$ cat src/slcrc_pkg.sv
// shared constants and types for the strap latch and clock request control
package slcrc_pkg;

  localparam int ADDR_W = 8;
  localparam int DATA_W = 32;
  localparam int NUM_SRC = 11;

  // register byte addresses
  localparam logic [7:0] ADDR_STATUS = 8'h00;
  localparam logic [7:0] ADDR_CFG5 = 8'h14;
  localparam logic [7:0] ADDR_CFG6 = 8'h18;

  // configuration byte reset values
  localparam logic [7:0] CFG5_RST = 8'h00;
  localparam logic [7:0] CFG6_RST = 8'h00;

  // configuration byte 5 fields
  localparam int B5_A_EN = 7;
  localparam int B5_A_SEL = 6;
  localparam int B5_B_EN = 5;
  localparam int B5_B_SEL = 4;
  // configuration byte 6 fields
  localparam int B6_E_EN = 7;
  localparam int B6_F_EN = 6;

  // serial-reference outputs steered by each request
  localparam int SRC_A_SEL0 = 0;
  localparam int SRC_A_SEL1 = 2;
  localparam int SRC_B_SEL0 = 1;
  localparam int SRC_B_SEL1 = 4;
  localparam int SRC_E = 6;
  localparam int SRC_F = 8;

  // status word fields
  localparam int ST_LATCHED = 0;
  localparam int ST_FS_LO = 1;
  localparam int ST_GFX = 4;
  localparam int ST_DBG = 5;
  localparam int ST_TME = 6;
  localparam int ST_TEST = 7;
  localparam int ST_PWRDN = 8;
  localparam int ST_MGMT = 9;

  // synchroniser depth for pin inputs
  localparam int SYNC_STAGES = 2;

  localparam logic [1:0] RESP_OKAY = 2'h0;
  localparam logic [1:0] RESP_SLVERR = 2'h2;

  typedef enum logic {
    SLCRC_WAIT_PG,
    SLCRC_LATCHED
  } slcrc_phase_t;

endpackage

$ cat src/slcrc_sync2.sv
// two-flop synchroniser for a group of pin inputs
`timescale 1ns/1ps
module slcrc_sync2 #(
  parameter int WIDTH = 1
) (
  input wire logic core_clk_i,
  input wire logic sys_rst_i,
  input wire logic [WIDTH-1:0] async_i,
  output logic [WIDTH-1:0] sync_o
);

  typedef struct packed {
    logic [WIDTH-1:0] meta;
    logic [WIDTH-1:0] stable;
  } slcrc_sync_t;

  slcrc_sync_t st_r;
  slcrc_sync_t st_nxt;

  // the first stage feeds only the second stage
  always_comb begin
    st_nxt.meta = async_i;
    st_nxt.stable = st_r.meta;
  end

  always_ff @(posedge core_clk_i) begin
    if (sys_rst_i) begin
      st_r <= '0;
    end else begin
      st_r <= st_nxt;
    end
  end

  assign sync_o = st_r.stable;

endmodule

$ cat src/slcrc_axil_slave.sv
// AXI4-Lite slave front end: one write and one read at a time
`timescale 1ns/1ps
module slcrc_axil_slave (
  input wire logic core_clk_i,
  input wire logic sys_rst_i,
  input wire logic [slcrc_pkg::ADDR_W-1:0] s_axi_awaddr,
  input wire logic s_axi_awvalid,
  output logic s_axi_awready,
  input wire logic [slcrc_pkg::DATA_W-1:0] s_axi_wdata,
  input wire logic [3:0] s_axi_wstrb,
  input wire logic s_axi_wvalid,
  output logic s_axi_wready,
  output logic [1:0] s_axi_bresp,
  output logic s_axi_bvalid,
  input wire logic s_axi_bready,
  input wire logic [slcrc_pkg::ADDR_W-1:0] s_axi_araddr,
  input wire logic s_axi_arvalid,
  output logic s_axi_arready,
  output logic [slcrc_pkg::DATA_W-1:0] s_axi_rdata,
  output logic [1:0] s_axi_rresp,
  output logic s_axi_rvalid,
  input wire logic s_axi_rready,
  output logic wr_en_o,
  output logic [slcrc_pkg::ADDR_W-1:0] wr_addr_o,
  output logic [7:0] wr_byte_o,
  input wire logic wr_err_i,
  output logic [slcrc_pkg::ADDR_W-1:0] rd_addr_o,
  input wire logic [slcrc_pkg::DATA_W-1:0] rd_data_i,
  input wire logic rd_err_i
);

  typedef struct packed {
    logic aw_got;
    logic w_got;
    logic [slcrc_pkg::ADDR_W-1:0] awaddr;
    logic [7:0] wbyte;
    logic wlane;
    logic bvalid;
    logic [1:0] bresp;
    logic rvalid;
    logic [1:0] rresp;
    logic [slcrc_pkg::DATA_W-1:0] rdata;
  } slcrc_axi_t;

  slcrc_axi_t st_r;
  slcrc_axi_t st_nxt;
  logic do_wr;

  assign s_axi_awready = !st_r.aw_got && !st_r.bvalid;
  assign s_axi_wready = !st_r.w_got && !st_r.bvalid;
  assign s_axi_arready = !st_r.rvalid;
  assign do_wr = st_r.aw_got && st_r.w_got && !st_r.bvalid;

  always_comb begin
    st_nxt = st_r;
    if (s_axi_awvalid && s_axi_awready) begin
      st_nxt.aw_got = 1'b1;
      st_nxt.awaddr = s_axi_awaddr;
    end
    if (s_axi_wvalid && s_axi_wready) begin
      st_nxt.w_got = 1'b1;
      st_nxt.wbyte = s_axi_wdata[7:0];
      st_nxt.wlane = s_axi_wstrb[0];
    end
    if (do_wr) begin
      st_nxt.aw_got = 1'b0;
      st_nxt.w_got = 1'b0;
      st_nxt.bvalid = 1'b1;
      st_nxt.bresp = wr_err_i ? slcrc_pkg::RESP_SLVERR : slcrc_pkg::RESP_OKAY;
    end
    if (st_r.bvalid && s_axi_bready) begin
      st_nxt.bvalid = 1'b0;
    end
    if (s_axi_arvalid && s_axi_arready) begin
      st_nxt.rvalid = 1'b1;
      st_nxt.rdata = rd_err_i ? '0 : rd_data_i;
      st_nxt.rresp = rd_err_i ? slcrc_pkg::RESP_SLVERR : slcrc_pkg::RESP_OKAY;
    end else if (st_r.rvalid && s_axi_rready) begin
      st_nxt.rvalid = 1'b0;
    end
  end

  always_ff @(posedge core_clk_i) begin
    if (sys_rst_i) begin
      st_r <= '0;
    end else begin
      st_r <= st_nxt;
    end
  end

  // a write with byte lane 0 off changes nothing but still answers
  assign wr_en_o = do_wr && st_r.wlane;
  assign wr_addr_o = st_r.awaddr;
  assign wr_byte_o = st_r.wbyte;
  assign rd_addr_o = s_axi_araddr;
  assign s_axi_bvalid = st_r.bvalid;
  assign s_axi_bresp = st_r.bresp;
  assign s_axi_rvalid = st_r.rvalid;
  assign s_axi_rresp = st_r.rresp;
  assign s_axi_rdata = st_r.rdata;

endmodule

$ cat src/slcrc_top.sv
// strap latch, power-down pin and clock-request steering of a clock generator
`timescale 1ns/1ps
module slcrc_top (
  input wire logic core_clk_i,
  input wire logic sys_rst_i,
  input wire logic [slcrc_pkg::ADDR_W-1:0] s_axi_awaddr,
  input wire logic s_axi_awvalid,
  output logic s_axi_awready,
  input wire logic [slcrc_pkg::DATA_W-1:0] s_axi_wdata,
  input wire logic [3:0] s_axi_wstrb,
  input wire logic s_axi_wvalid,
  output logic s_axi_wready,
  output logic [1:0] s_axi_bresp,
  output logic s_axi_bvalid,
  input wire logic s_axi_bready,
  input wire logic [slcrc_pkg::ADDR_W-1:0] s_axi_araddr,
  input wire logic s_axi_arvalid,
  output logic s_axi_arready,
  output logic [slcrc_pkg::DATA_W-1:0] s_axi_rdata,
  output logic [1:0] s_axi_rresp,
  output logic s_axi_rvalid,
  input wire logic s_axi_rready,
  input wire logic power_good_strobe_i,
  input wire logic freq_strap_a_i,
  input wire logic freq_strap_b_i,
  input wire logic freq_strap_c_i,
  input wire logic graphics_clock_strap_i,
  input wire logic debug_port_clock_enable_strap_i,
  input wire logic trusted_mode_strap_i,
  input wire logic test_mode_strap_i,
  input wire logic test_mode_select_i,
  input wire logic clock_request_a_n_i,
  input wire logic clock_request_b_n_i,
  input wire logic clock_request_e_n_i,
  input wire logic clock_request_f_n_i,
  input wire logic mgmt_mode_active_i,
  output logic straps_latched_o,
  output logic [2:0] freq_strap_o,
  output logic graphics_clock_strap_o,
  output logic debug_port_clock_enable_strap_o,
  output logic trusted_mode_o,
  output logic overclock_allowed_o,
  output logic power_down_o,
  output logic shared_pair_cpu_o,
  output logic [slcrc_pkg::NUM_SRC-1:0] serial_ref_run_o,
  output logic processor_clock_one_run_o,
  output logic processor_clock_two_run_o,
  output logic pci_pin_a_clk_oe_o,
  output logic pci_pin_b_clk_oe_o,
  output logic src_pin_e_clk_oe_o,
  output logic src_pin_f_clk_oe_o,
  output logic outputs_tristate_o,
  output logic ref_div_n_o
);

  localparam int NPIN = 13;
  localparam int NSRC = slcrc_pkg::NUM_SRC;

  typedef struct packed {
    slcrc_pkg::slcrc_phase_t phase;
    logic [2:0] fs;
    logic gfx;
    logic dbg;
    logic trusted_mode_strap;
    logic test;
    logic [7:0] cfg5;
    logic [7:0] cfg6;
    logic pwrdn;
    logic processor_clock_one_run;
    logic processor_clock_two_run;
    logic [NSRC-1:0] src_run;
    logic tristate;
    logic refdiv;
  } slcrc_state_t;

  slcrc_state_t st_r;
  slcrc_state_t st_nxt;

  //////////////////////////////////////////////////////////////////////////////
  // pin synchronisers

  logic [NPIN-1:0] pin_s;
  logic pg_s;
  logic [2:0] fs_s;
  logic gfx_s;
  logic dbg_s;
  logic tme_s;
  logic test_s;
  logic tsel_s;
  logic req_a_n_s;
  logic req_b_n_s;
  logic req_e_n_s;
  logic req_f_n_s;
  logic mgmt_s;

  slcrc_sync2 #(
    .WIDTH(NPIN)
  ) u_sync (
    .core_clk_i(core_clk_i),
    .sys_rst_i(sys_rst_i),
    .async_i({power_good_strobe_i, freq_strap_c_i, freq_strap_b_i, freq_strap_a_i,
              graphics_clock_strap_i, debug_port_clock_enable_strap_i,
              trusted_mode_strap_i, test_mode_strap_i, test_mode_select_i,
              clock_request_a_n_i, clock_request_b_n_i, clock_request_e_n_i,
              clock_request_f_n_i}),
    .sync_o(pin_s)
  );

  assign {pg_s, fs_s, gfx_s, dbg_s, tme_s, test_s, tsel_s,
          req_a_n_s, req_b_n_s, req_e_n_s, req_f_n_s} = pin_s;

  // management mode comes from core logic on this clock
  assign mgmt_s = mgmt_mode_active_i;

  //////////////////////////////////////////////////////////////////////////////
  // register bus

  logic wr_en;
  logic [slcrc_pkg::ADDR_W-1:0] wr_addr;
  logic [7:0] wr_byte;
  logic wr_err;
  logic [slcrc_pkg::ADDR_W-1:0] rd_addr;
  logic [slcrc_pkg::DATA_W-1:0] rd_data;
  logic rd_err;

  function automatic logic addr_known(input logic [slcrc_pkg::ADDR_W-1:0] a);
    addr_known = (a == slcrc_pkg::ADDR_STATUS) || (a == slcrc_pkg::ADDR_CFG5) ||
                 (a == slcrc_pkg::ADDR_CFG6);
  endfunction

  slcrc_axil_slave u_axil (
    .core_clk_i(core_clk_i),
    .sys_rst_i(sys_rst_i),
    .s_axi_awaddr(s_axi_awaddr),
    .s_axi_awvalid(s_axi_awvalid),
    .s_axi_awready(s_axi_awready),
    .s_axi_wdata(s_axi_wdata),
    .s_axi_wstrb(s_axi_wstrb),
    .s_axi_wvalid(s_axi_wvalid),
    .s_axi_wready(s_axi_wready),
    .s_axi_bresp(s_axi_bresp),
    .s_axi_bvalid(s_axi_bvalid),
    .s_axi_bready(s_axi_bready),
    .s_axi_araddr(s_axi_araddr),
    .s_axi_arvalid(s_axi_arvalid),
    .s_axi_arready(s_axi_arready),
    .s_axi_rdata(s_axi_rdata),
    .s_axi_rresp(s_axi_rresp),
    .s_axi_rvalid(s_axi_rvalid),
    .s_axi_rready(s_axi_rready),
    .wr_en_o(wr_en),
    .wr_addr_o(wr_addr),
    .wr_byte_o(wr_byte),
    .wr_err_i(wr_err),
    .rd_addr_o(rd_addr),
    .rd_data_i(rd_data),
    .rd_err_i(rd_err)
  );

  // status is read-only, so a write to it is refused like an unmapped one
  assign wr_err = !addr_known(wr_addr) || (wr_addr == slcrc_pkg::ADDR_STATUS);
  assign rd_err = !addr_known(rd_addr);

  always_comb begin
    rd_data = '0;
    case (rd_addr)
      slcrc_pkg::ADDR_CFG5: rd_data[7:0] = st_r.cfg5;
      slcrc_pkg::ADDR_CFG6: rd_data[7:0] = st_r.cfg6;
      slcrc_pkg::ADDR_STATUS: begin
        rd_data[slcrc_pkg::ST_LATCHED] = (st_r.phase == slcrc_pkg::SLCRC_LATCHED);
        rd_data[slcrc_pkg::ST_FS_LO +: 3] = st_r.fs;
        rd_data[slcrc_pkg::ST_GFX] = st_r.gfx;
        rd_data[slcrc_pkg::ST_DBG] = st_r.dbg;
        rd_data[slcrc_pkg::ST_TME] = st_r.trusted_mode_strap;
        rd_data[slcrc_pkg::ST_TEST] = st_r.test;
        rd_data[slcrc_pkg::ST_PWRDN] = st_r.pwrdn;
        rd_data[slcrc_pkg::ST_MGMT] = mgmt_s;
      end
      default: rd_data = '0;
    endcase
  end

  //////////////////////////////////////////////////////////////////////////////
  // strap latch, power-down and clock steering

  logic [NSRC-1:0] req_stop;
  logic running;

  // a request pin high (deasserted) asks its target output to stop
  always_comb begin
    req_stop = '0;
    if (st_r.cfg5[slcrc_pkg::B5_A_EN] && req_a_n_s) begin
      if (st_r.cfg5[slcrc_pkg::B5_A_SEL]) begin
        req_stop[slcrc_pkg::SRC_A_SEL1] = 1'b1;
      end else begin
        req_stop[slcrc_pkg::SRC_A_SEL0] = 1'b1;
      end
    end
    if (st_r.cfg5[slcrc_pkg::B5_B_EN] && req_b_n_s) begin
      if (st_r.cfg5[slcrc_pkg::B5_B_SEL]) begin
        req_stop[slcrc_pkg::SRC_B_SEL1] = 1'b1;
      end else begin
        req_stop[slcrc_pkg::SRC_B_SEL0] = 1'b1;
      end
    end
    if (st_r.cfg6[slcrc_pkg::B6_E_EN] && req_e_n_s) begin
      req_stop[slcrc_pkg::SRC_E] = 1'b1;
    end
    if (st_r.cfg6[slcrc_pkg::B6_F_EN] && req_f_n_s) begin
      req_stop[slcrc_pkg::SRC_F] = 1'b1;
    end
  end

  assign running = (st_r.phase == slcrc_pkg::SLCRC_LATCHED) && !st_r.pwrdn;

  always_comb begin
    st_nxt = st_r;
    case (st_r.phase)
      slcrc_pkg::SLCRC_WAIT_PG: begin
        // straps are captured on the first cycle the strobe is high, then freeze
        if (pg_s) begin
          st_nxt.fs = fs_s;
          st_nxt.gfx = gfx_s;
          st_nxt.dbg = dbg_s;
          st_nxt.trusted_mode_strap = tme_s;
          st_nxt.test = test_s;
          st_nxt.phase = slcrc_pkg::SLCRC_LATCHED;
        end
      end
      slcrc_pkg::SLCRC_LATCHED: begin
        // only reset leaves this state, so straps stay frozen
        st_nxt.pwrdn = !pg_s;
      end
      default: st_nxt.phase = slcrc_pkg::SLCRC_WAIT_PG;
    endcase
    if (wr_en && (wr_addr == slcrc_pkg::ADDR_CFG5)) begin
      st_nxt.cfg5 = wr_byte;
    end
    if (wr_en && (wr_addr == slcrc_pkg::ADDR_CFG6)) begin
      st_nxt.cfg6 = wr_byte;
    end
    st_nxt.src_run = running ? ~req_stop : '0;
    // the shared pair is SERIAL_REF_OUT_EIGHT only when the debug strap is 0
    if (st_r.dbg) begin
      st_nxt.src_run[slcrc_pkg::SRC_F] = 1'b0;
    end
    st_nxt.processor_clock_two_run = running && st_r.dbg;
    // power-down spares CPU clock 1 while management mode needs it
    st_nxt.processor_clock_one_run = running || mgmt_s;
    st_nxt.tristate = st_r.test && !tsel_s;
    st_nxt.refdiv = st_r.test && tsel_s;
  end

  always_ff @(posedge core_clk_i) begin
    if (sys_rst_i) begin
      st_r <= '0;
      st_r.cfg5 <= slcrc_pkg::CFG5_RST;
      st_r.cfg6 <= slcrc_pkg::CFG6_RST;
    end else begin
      st_r <= st_nxt;
    end
  end

  //////////////////////////////////////////////////////////////////////////////
  // outputs

  assign straps_latched_o = (st_r.phase == slcrc_pkg::SLCRC_LATCHED);
  assign freq_strap_o = st_r.fs;
  assign graphics_clock_strap_o = st_r.gfx;
  assign debug_port_clock_enable_strap_o = st_r.dbg;
  assign trusted_mode_o = st_r.trusted_mode_strap;
  assign overclock_allowed_o = straps_latched_o && !st_r.trusted_mode_strap;
  assign power_down_o = st_r.pwrdn;
  assign shared_pair_cpu_o = st_r.dbg;
  assign serial_ref_run_o = st_r.src_run;
  assign processor_clock_one_run_o = st_r.processor_clock_one_run;
  assign processor_clock_two_run_o = st_r.processor_clock_two_run;
  // a pin turned into a request input stops driving its clock
  assign pci_pin_a_clk_oe_o = !st_r.cfg5[slcrc_pkg::B5_A_EN];
  assign pci_pin_b_clk_oe_o = !st_r.cfg5[slcrc_pkg::B5_B_EN];
  assign src_pin_e_clk_oe_o = !st_r.cfg6[slcrc_pkg::B6_E_EN];
  assign src_pin_f_clk_oe_o = !st_r.cfg6[slcrc_pkg::B6_F_EN];
  assign outputs_tristate_o = st_r.tristate;
  assign ref_div_n_o = st_r.refdiv;
endmodule

$ cat config.mk
export PLATFORM = sky130hd
export DESIGN_NAME = slcrc_top
export DESIGN_NICKNAME = d
export VERILOG_FILES = /design/src/slcrc_pkg.sv /design/src/slcrc_sync2.sv /design/src/slcrc_axil_slave.sv /design/src/slcrc_top.sv
export SDC_FILE = /design/constraint.sdc
export NUM_CORES = 1
export LEC_CHECK = 0
export ABC_CLOCK_PERIOD_IN_PS = 3700
export BUFFER_PORTS_ARGS = -buffer_cell sky130_fd_sc_hd__buf_2
export CORE_MARGIN = 1
export CORE_UTILIZATION = 52
export CTS_CLUSTER_SIZE = 14
export DETAILED_ROUTE_END_ITERATION = 6
export PLACE_DENSITY = 0.83
export SLEW_MARGIN = 20
export SYNTH_ARGS = -nofsm -noshare
export SYNTH_HDL_FRONTEND = slang
export SYNTH_SLANG_ARGS = --single-unit
$ cat constraint.sdc
create_clock -name core_clk_i -period 3.7 [get_ports core_clk_i]
set_input_delay 0.37 -clock core_clk_i [delete_from_list [all_inputs] [get_ports core_clk_i]]
set_output_delay 0.37 -clock core_clk_i [all_outputs]
set_load 0.05 [all_outputs]
# ---- Yosys cells after proc, flatten, opt, wreduce, memory -nomap -nowiden
# Index checks and enable logic that the tools add are counted.
dict set report totals {
  inputBits 73
  output_inout_bits 70
  register_bits 123
  word_cells 101
}
dict set report op_classes {
  n_reduce_logical 48
  muxes 19
  n_bitwise 3
  n_eq_ne 4
}
# operator count
set ops {}
lappend ops {{$eq 8x5->1 const B} 4}
lappend ops {{$pmux 8 s3} 1}
lappend ops {{$logic_and 1x1->1} 21}
lappend ops {{$logic_not 8->1} 2}
lappend ops {{$mux 8} 2}
lappend ops {{$logic_not 1->1} 13}
lappend ops {{$mux 1} 12}
lappend ops {{$not 9->11} 1}
lappend ops {{$mux 10} 1}
lappend ops {{$logic_or 1x1->1} 6}
lappend ops {{$mux 2} 3}
lappend ops {{$reduce_or 2->1} 3}
lappend ops {{$reduce_or 3->1} 1}
lappend ops {{$not 1->1} 2}
lappend ops {{$reduce_and 2->1} 1}
lappend ops {{$reduce_bool 2->1} 1}

# ---- Logic depth before layout (Yosys ltp)
dict set report depth {
  depth_word 6
  depth_mapped 5
  mapped_depth_nobuf 4
}

# ---- Cells and area by module
# A second synthesis with hierarchy kept.
dict set report hier_totals {
  hier_cells 560
  hier_area_um2 5026.1
}
# module area_each_um2 cells_each instances seq_area_each_um2
set modules_own_cells {}
lappend modules_own_cells {slcrc_axil_slave 2560.0 300 1 1101.1}
lappend modules_own_cells {slcrc_top 1765.4 206 1 720.7}
lappend modules_own_cells {slcrc_sync2 700.7 54 1 520.5}

# ---- Least setup slack after synthesis
# No wires, ideal clock.
dict set report synth_timing {
  path_kind {register -> register}
  from {register u_axil.st_r, in the netlist u_axil.s_axi_bvalid}
  to {register u_axil.st_r, in the netlist u_axil.wr_addr_o[6]}
  t_required_ns 3.629
  slack_ns 1.724
  arrival_time_ns 1.905
  synth_period_minus_slack_ns 1.976
  stages_incl_launch_ff 6
  n_path_buf 1
  setup_ns 0.071
  cell_sequence {dfxtp_1 -> nor2_1 -> and2_1 -> clkbuf_1 -> nand2_1 -> a21oi_1}
}
dict set report synth_between {
  elab_chain_cells 3
}
# item line
set synth_lines {}
lappend synth_lines {{from (decl)} slcrc_axil_slave.sv:45} ;# slcrc_axi_t st_r;
lappend synth_lines {{from (signal assigned)} slcrc_axil_slave.sv:87} ;# st_r <= st_nxt;
lappend synth_lines {{$logic_not 1->1} slcrc_axil_slave.sv:49} ;# assign s_axi_awready = !st_r.aw_got && !st_r.bvalid;
lappend synth_lines {{$logic_and 1x1->1} slcrc_axil_slave.sv:49}
lappend synth_lines {{named net s_axi_awready} slcrc_top.sv:8} ;# output logic s_axi_awready,
lappend synth_lines {{$logic_and 1x1->1} slcrc_axil_slave.sv:56} ;# if (s_axi_awvalid && s_axi_awready) begin
# The timed path passes the listed nets, and every way through them passes these cells.
# A chain may end at the register's enable or synchronous reset.

# ---- Final worst setup path
dict set report layout_timing {
  from {register u_axil.st_r, in the netlist u_axil.wr_addr_o[5]}
  to {register st_r[21] (netlist name)}
}
dict set report layout_between {
  elab_chain_cells 2
}
# item line
set layout_lines {}
lappend layout_lines {{$eq 8x5->1} slcrc_top.sv:239} ;# if (wr_en && (wr_addr == slcrc_pkg::ADDR_CFG6)) begin
lappend layout_lines {{$logic_and 1x1->1} slcrc_top.sv:239}
lappend layout_lines {{to (signal assigned)} slcrc_top.sv:260} ;# st_r <= st_nxt;
lappend layout_lines {{to (decl)} slcrc_top.sv:76} ;# slcrc_state_t st_r;
# Every way passes these cells.

==> impl_metrics.py <==
metrics = {
    "detailed_routing": {
        "viasPerCell": 4.815,
        "wirelength_um": 6971,
        "ant_nets": 0,
        "drc": 0,
        "vias": 2600,
        "initialDrtViolationCount": 79,
        "dr.pass1.iters": 4,
        "wire_per_inst_um": 12.91,
    },
    "die": {
        "core-area_mm2": 0.006832,
        "rows": 30,
        "dieArea_mm2": 0.007476,
        "initial_core_util_pct": 54.30,
        "die_w_um": 86.47,
        "die_h_um": 86.47,
        "ios": 143,
    },
    "pwr": {
        "p_per_area_mw_per_mm2": 471.9,
        "ir_drop_mv": 0.2296,
        "p_leak_nw": 1.941,
    },
    "placement": {
        "io_buffer_count": 91,
        "pre_cts_slack_ns": 1.775,
        "hpwl_um": 5164,
        "place.gp.congestion": 0.8337,
    },
    "worst_setup_path": {
        "crit_chain": "nor4b_2 > nand4_1 > mux2i_1 > nor2_1",
        "worstPathArrival_ns": 2.14,
        "cp_data_required_time_ns": 3.93,
        "cpMaxStageDelayCell": "nand4_1",
        "path_max_fanout": 8,
        "cp-start-kind": "flip-flop",
        "timing_worst_setup_path_type": "reg -> reg",
        "cpPeakStageDelay_ns": 0.60,
        "cp-end-kind": "flip-flop",
    },
    "clocking": {
        "cts_tree": "yes",
        "cts_sinks": 95,
        "postCtsHoldBufs": 0,
        "clockBufferDepth": 2,
        "cts.repair.resized": 0,
        "path_clk_slew_ns": 0.10,
        "clk_latency_ns": 0.37,
        "cts_buffers": 9,
        "cts_setup_buffers": 0,
        "htree_levels": 3,
        "clockRootBuffer": "clkbuf_8",
    },
    "logic_synthesis": {
        "synth_top_family_by_area": "simple AND/OR/NAND/NOR gates",
        "yosys_warnings": 0,
        "synthCells": 377,
        "ys_seq_area_share_pct": 51.26,
        "synthMuxAreaShare_pct": 8.904,
        "synth_fa_ha_area_share_pct": 0,
        "avgSynthCellArea_um2": 9.840,
        "synth_compound_area_share_pct": 9.275,
        "synth_area_mm2": 0.003710,
        "synthXorXnorAreaFrac_pct": 0.2361,
        "synth_cell_types": 36,
        "synth_simple_gate_area_share_pct": 17.47,
        "ys_ff_latch": 95,
    },
    "layout": {
        "nets": 512,
        "layout-drive-gt1-share_pct": 25.68,
        "insertedDiodeCount": 0,
        "areaGrowthSynthToFinish_pct": 11.53,
        "fillers": 620,
    },
    "global_routing": {
        "grt_pass1_wl_um": 10880,
        "grt_max_degree": 45,
        "overflow": 0,
        "grt_pass1_vias": 2403,
        "grt_usage_pct": 19.31,
        "antenna_found_initial": 0,
    },
    "timing": {
        "layout_setup_ws_ns": 1.796,
        "worstMarginPinSlew_ns": 0.8014,
        "final_max_slew_viol_count": 0,
        "fmax_ghz": 0.5252,
        "rsz0062_at_grt": "false",
        "post-route-min-period_ns": 1.904,
        "setup_viol": 0,
        "hold_violations": 0,
        "skew_ns": 0.009213,
        "min_period_over_period_pct": 51.46,
        "slew_headroom_pct": 46.47,
        "tns_ns": 0,
    },
    "worst_hold_path": {
        "min_path_type": "in -> reg",
    },
    "job": {
        "drv_cap": 0,
    },
    "run_status": {
        "status": "finished, final reports clean",
    },
}
-- through the flow --
| stage | total power [W] | util, % | area [um^2] | hold slack (ns) | std cells |
|---|---|---|---|---|---|
| 2_1_floorplan | 0.001306 | - | 3796 | 0.3885 | 400 |
| 3_3_place_gp | 0.001329 | 57.78 | 3948 | 0.3949 | 524 |
| 3_5_place_dp | 0.001336 | 57.78 | 3948 | 0.4036 | 524 |
| 4_1_cts | 0.001967 | 60.57 | 4138 | 0.1961 | 540 |
| 5_1_grt | 0.002033 | 60.57 | 4138 | 0.1997 | 540 |
| 6_report | 0.001953 | 60.57 | 4138 | 0.2026 | 540 |
-- kinds of logic after synthesis --
group,count (synthesis)
and+or+nand+nor,123
DFF,95
buffers and inverters,75
AOI/OAI and AO/OA,49
muxes,33
xor gates and xnor gates,1
other,1
-- worst max-delay path, delay by kind of cell, from the launching register on --
| kind | cells | cell delay [ns] |
|---|---|---|
| DFF | 1 | 0.33 |
| muxes | 1 | 0.36 |
| and+or+nand+nor | 3 | 1.08 |
-- layout by cell type (no fill, tap or decap), types with 2 or more instances in the layout --
| cell | instances |
|---|---|
| dfxtp_1 | 95 |
| buf_2 | 91 |
| nor2_1 | 44 |
| nor2b_1 | 33 |
| mux2i_1 | 33 |
| conb_1 | 24 |
| nand2_1 | 20 |
| a21oi_1 | 15 |
| a22o_1 | 14 |
| inv_1 | 10 |
| clkbuf_8 | 9 |
| a22oi_1 | 5 |
| o2bb2ai_1 | 5 |
| a31oi_1 | 4 |
| a211oi_1 | 3 |
| and2_1 | 3 |
| nand2b_1 | 3 |
| nor3_1 | 3 |
| nand4_1 | 2 |
| nor3b_1 | 2 |
| or4_4 | 2 |
| nand3_1 | 2 |
| inv_6 | 2 |
-- routing by layer --
layer / GRT usage [%] / share of wire [%]
met5: 0 / 0
met3: 4.857 / 4.2
met1: 21.83 / 42
met2: 33.69 / 51
met4: 10.00 / 2.8
-- where the power goes --
group	internal, W	switching, W
clock network	0.000259	0.000381
registers	0.00106	0.0000209
logic	0.0000614	0.000172
total	0.00138	0.000574
-- worst paths after layout --
path / end / startpoint / depth (start not counted) / slack (ns)
setup / recovery: st_r[21]$_SDFFE_PP0P_ / u_axil.wr_addr_o[5]$_SDFFE_PP0P_ / 4 / 1.80
hold / removal: u_sync.st_nxt[10]$_SDFF_PP0_ / freq_strap_b_i / 2 / 0.20
setup reg to reg: st_r[21]$_SDFFE_PP0P_ / u_axil.wr_addr_o[5]$_SDFFE_PP0P_ / 4 / 1.80
hold reg to reg: serial_ref_run_o[6]$_SDFF_PP0_ / u_sync.sync_o[1]$_SDFF_PP0_ / 1 / 0.41
-- cell type report --
cell class | count | area [um^2] | share of cell area, %
clock buffer | 9 | 123.9 | 2.994
clock inverter | 7 | 66.31 | 1.603
inverter | 11 | 41.29 | 0.9979
multi-input combinational | 230 | 1421 | 34.35
sequential | 95 | 1902 | 45.96
tap | 96 | 120.1 | 2.903
timing repair buffer | 92 | 462.9 | 11.19
-- synth_stat cells, drive strengths merged --
library cell  count  area share [%]
nor4              1            0.17
buf              51              10
a31oi             4            0.67
a21oi            15             2.0
a22o             14             3.3
and4b             1            0.27
nor2             46             5.2
a22oi             5             1.0
nand4             2            0.34
clkbuf           13             1.3
inv              11             1.1
o2bb2ai           5             1.2
o211ai            1            0.20
or4               2            0.61
mux2i            33             8.9
and3b             1            0.24
nand3b            1            0.20
nand2b            3            0.51
conb              1            0.10
nand3             2            0.27
nor4b             1            0.40
a211oi            3            0.61
xor2              1            0.24
or3               1            0.17
nor2b            33             5.6
o21ai             2            0.27
nor3b             2            0.40
nor3              3            0.40
and2              3            0.51
or3b              1            0.24
dfxtp            95              51
nand2            20             2.0
-- flip-flops by register name (all words and copies together), names as in the netlist --
signal and cells:
processor_clock_two_run_o 1, u_axil.s_axi_rvalid 1, u_axil.st_r 3, u_sync.st_nxt 13, st_r 17, u_sync.sync_o 13, power_down_o 1, u_axil.s_axi_bresp 1
trusted_mode_o 1, u_axil.s_axi_rdata 10, ref_div_n_o 1, graphics_clock_strap_o 1, processor_clock_one_run_o 1, serial_ref_run_o 7, debug_port_clock_enable_strap_o 1, u_axil.wr_byte_o 8
u_axil.wr_addr_o 8, freq_strap_o 3, u_axil.s_axi_rresp 1, outputs_tristate_o 1, straps_latched_o 1, u_axil.s_axi_bvalid 1
Note: power is estimated with default switching activity, not from simulation.
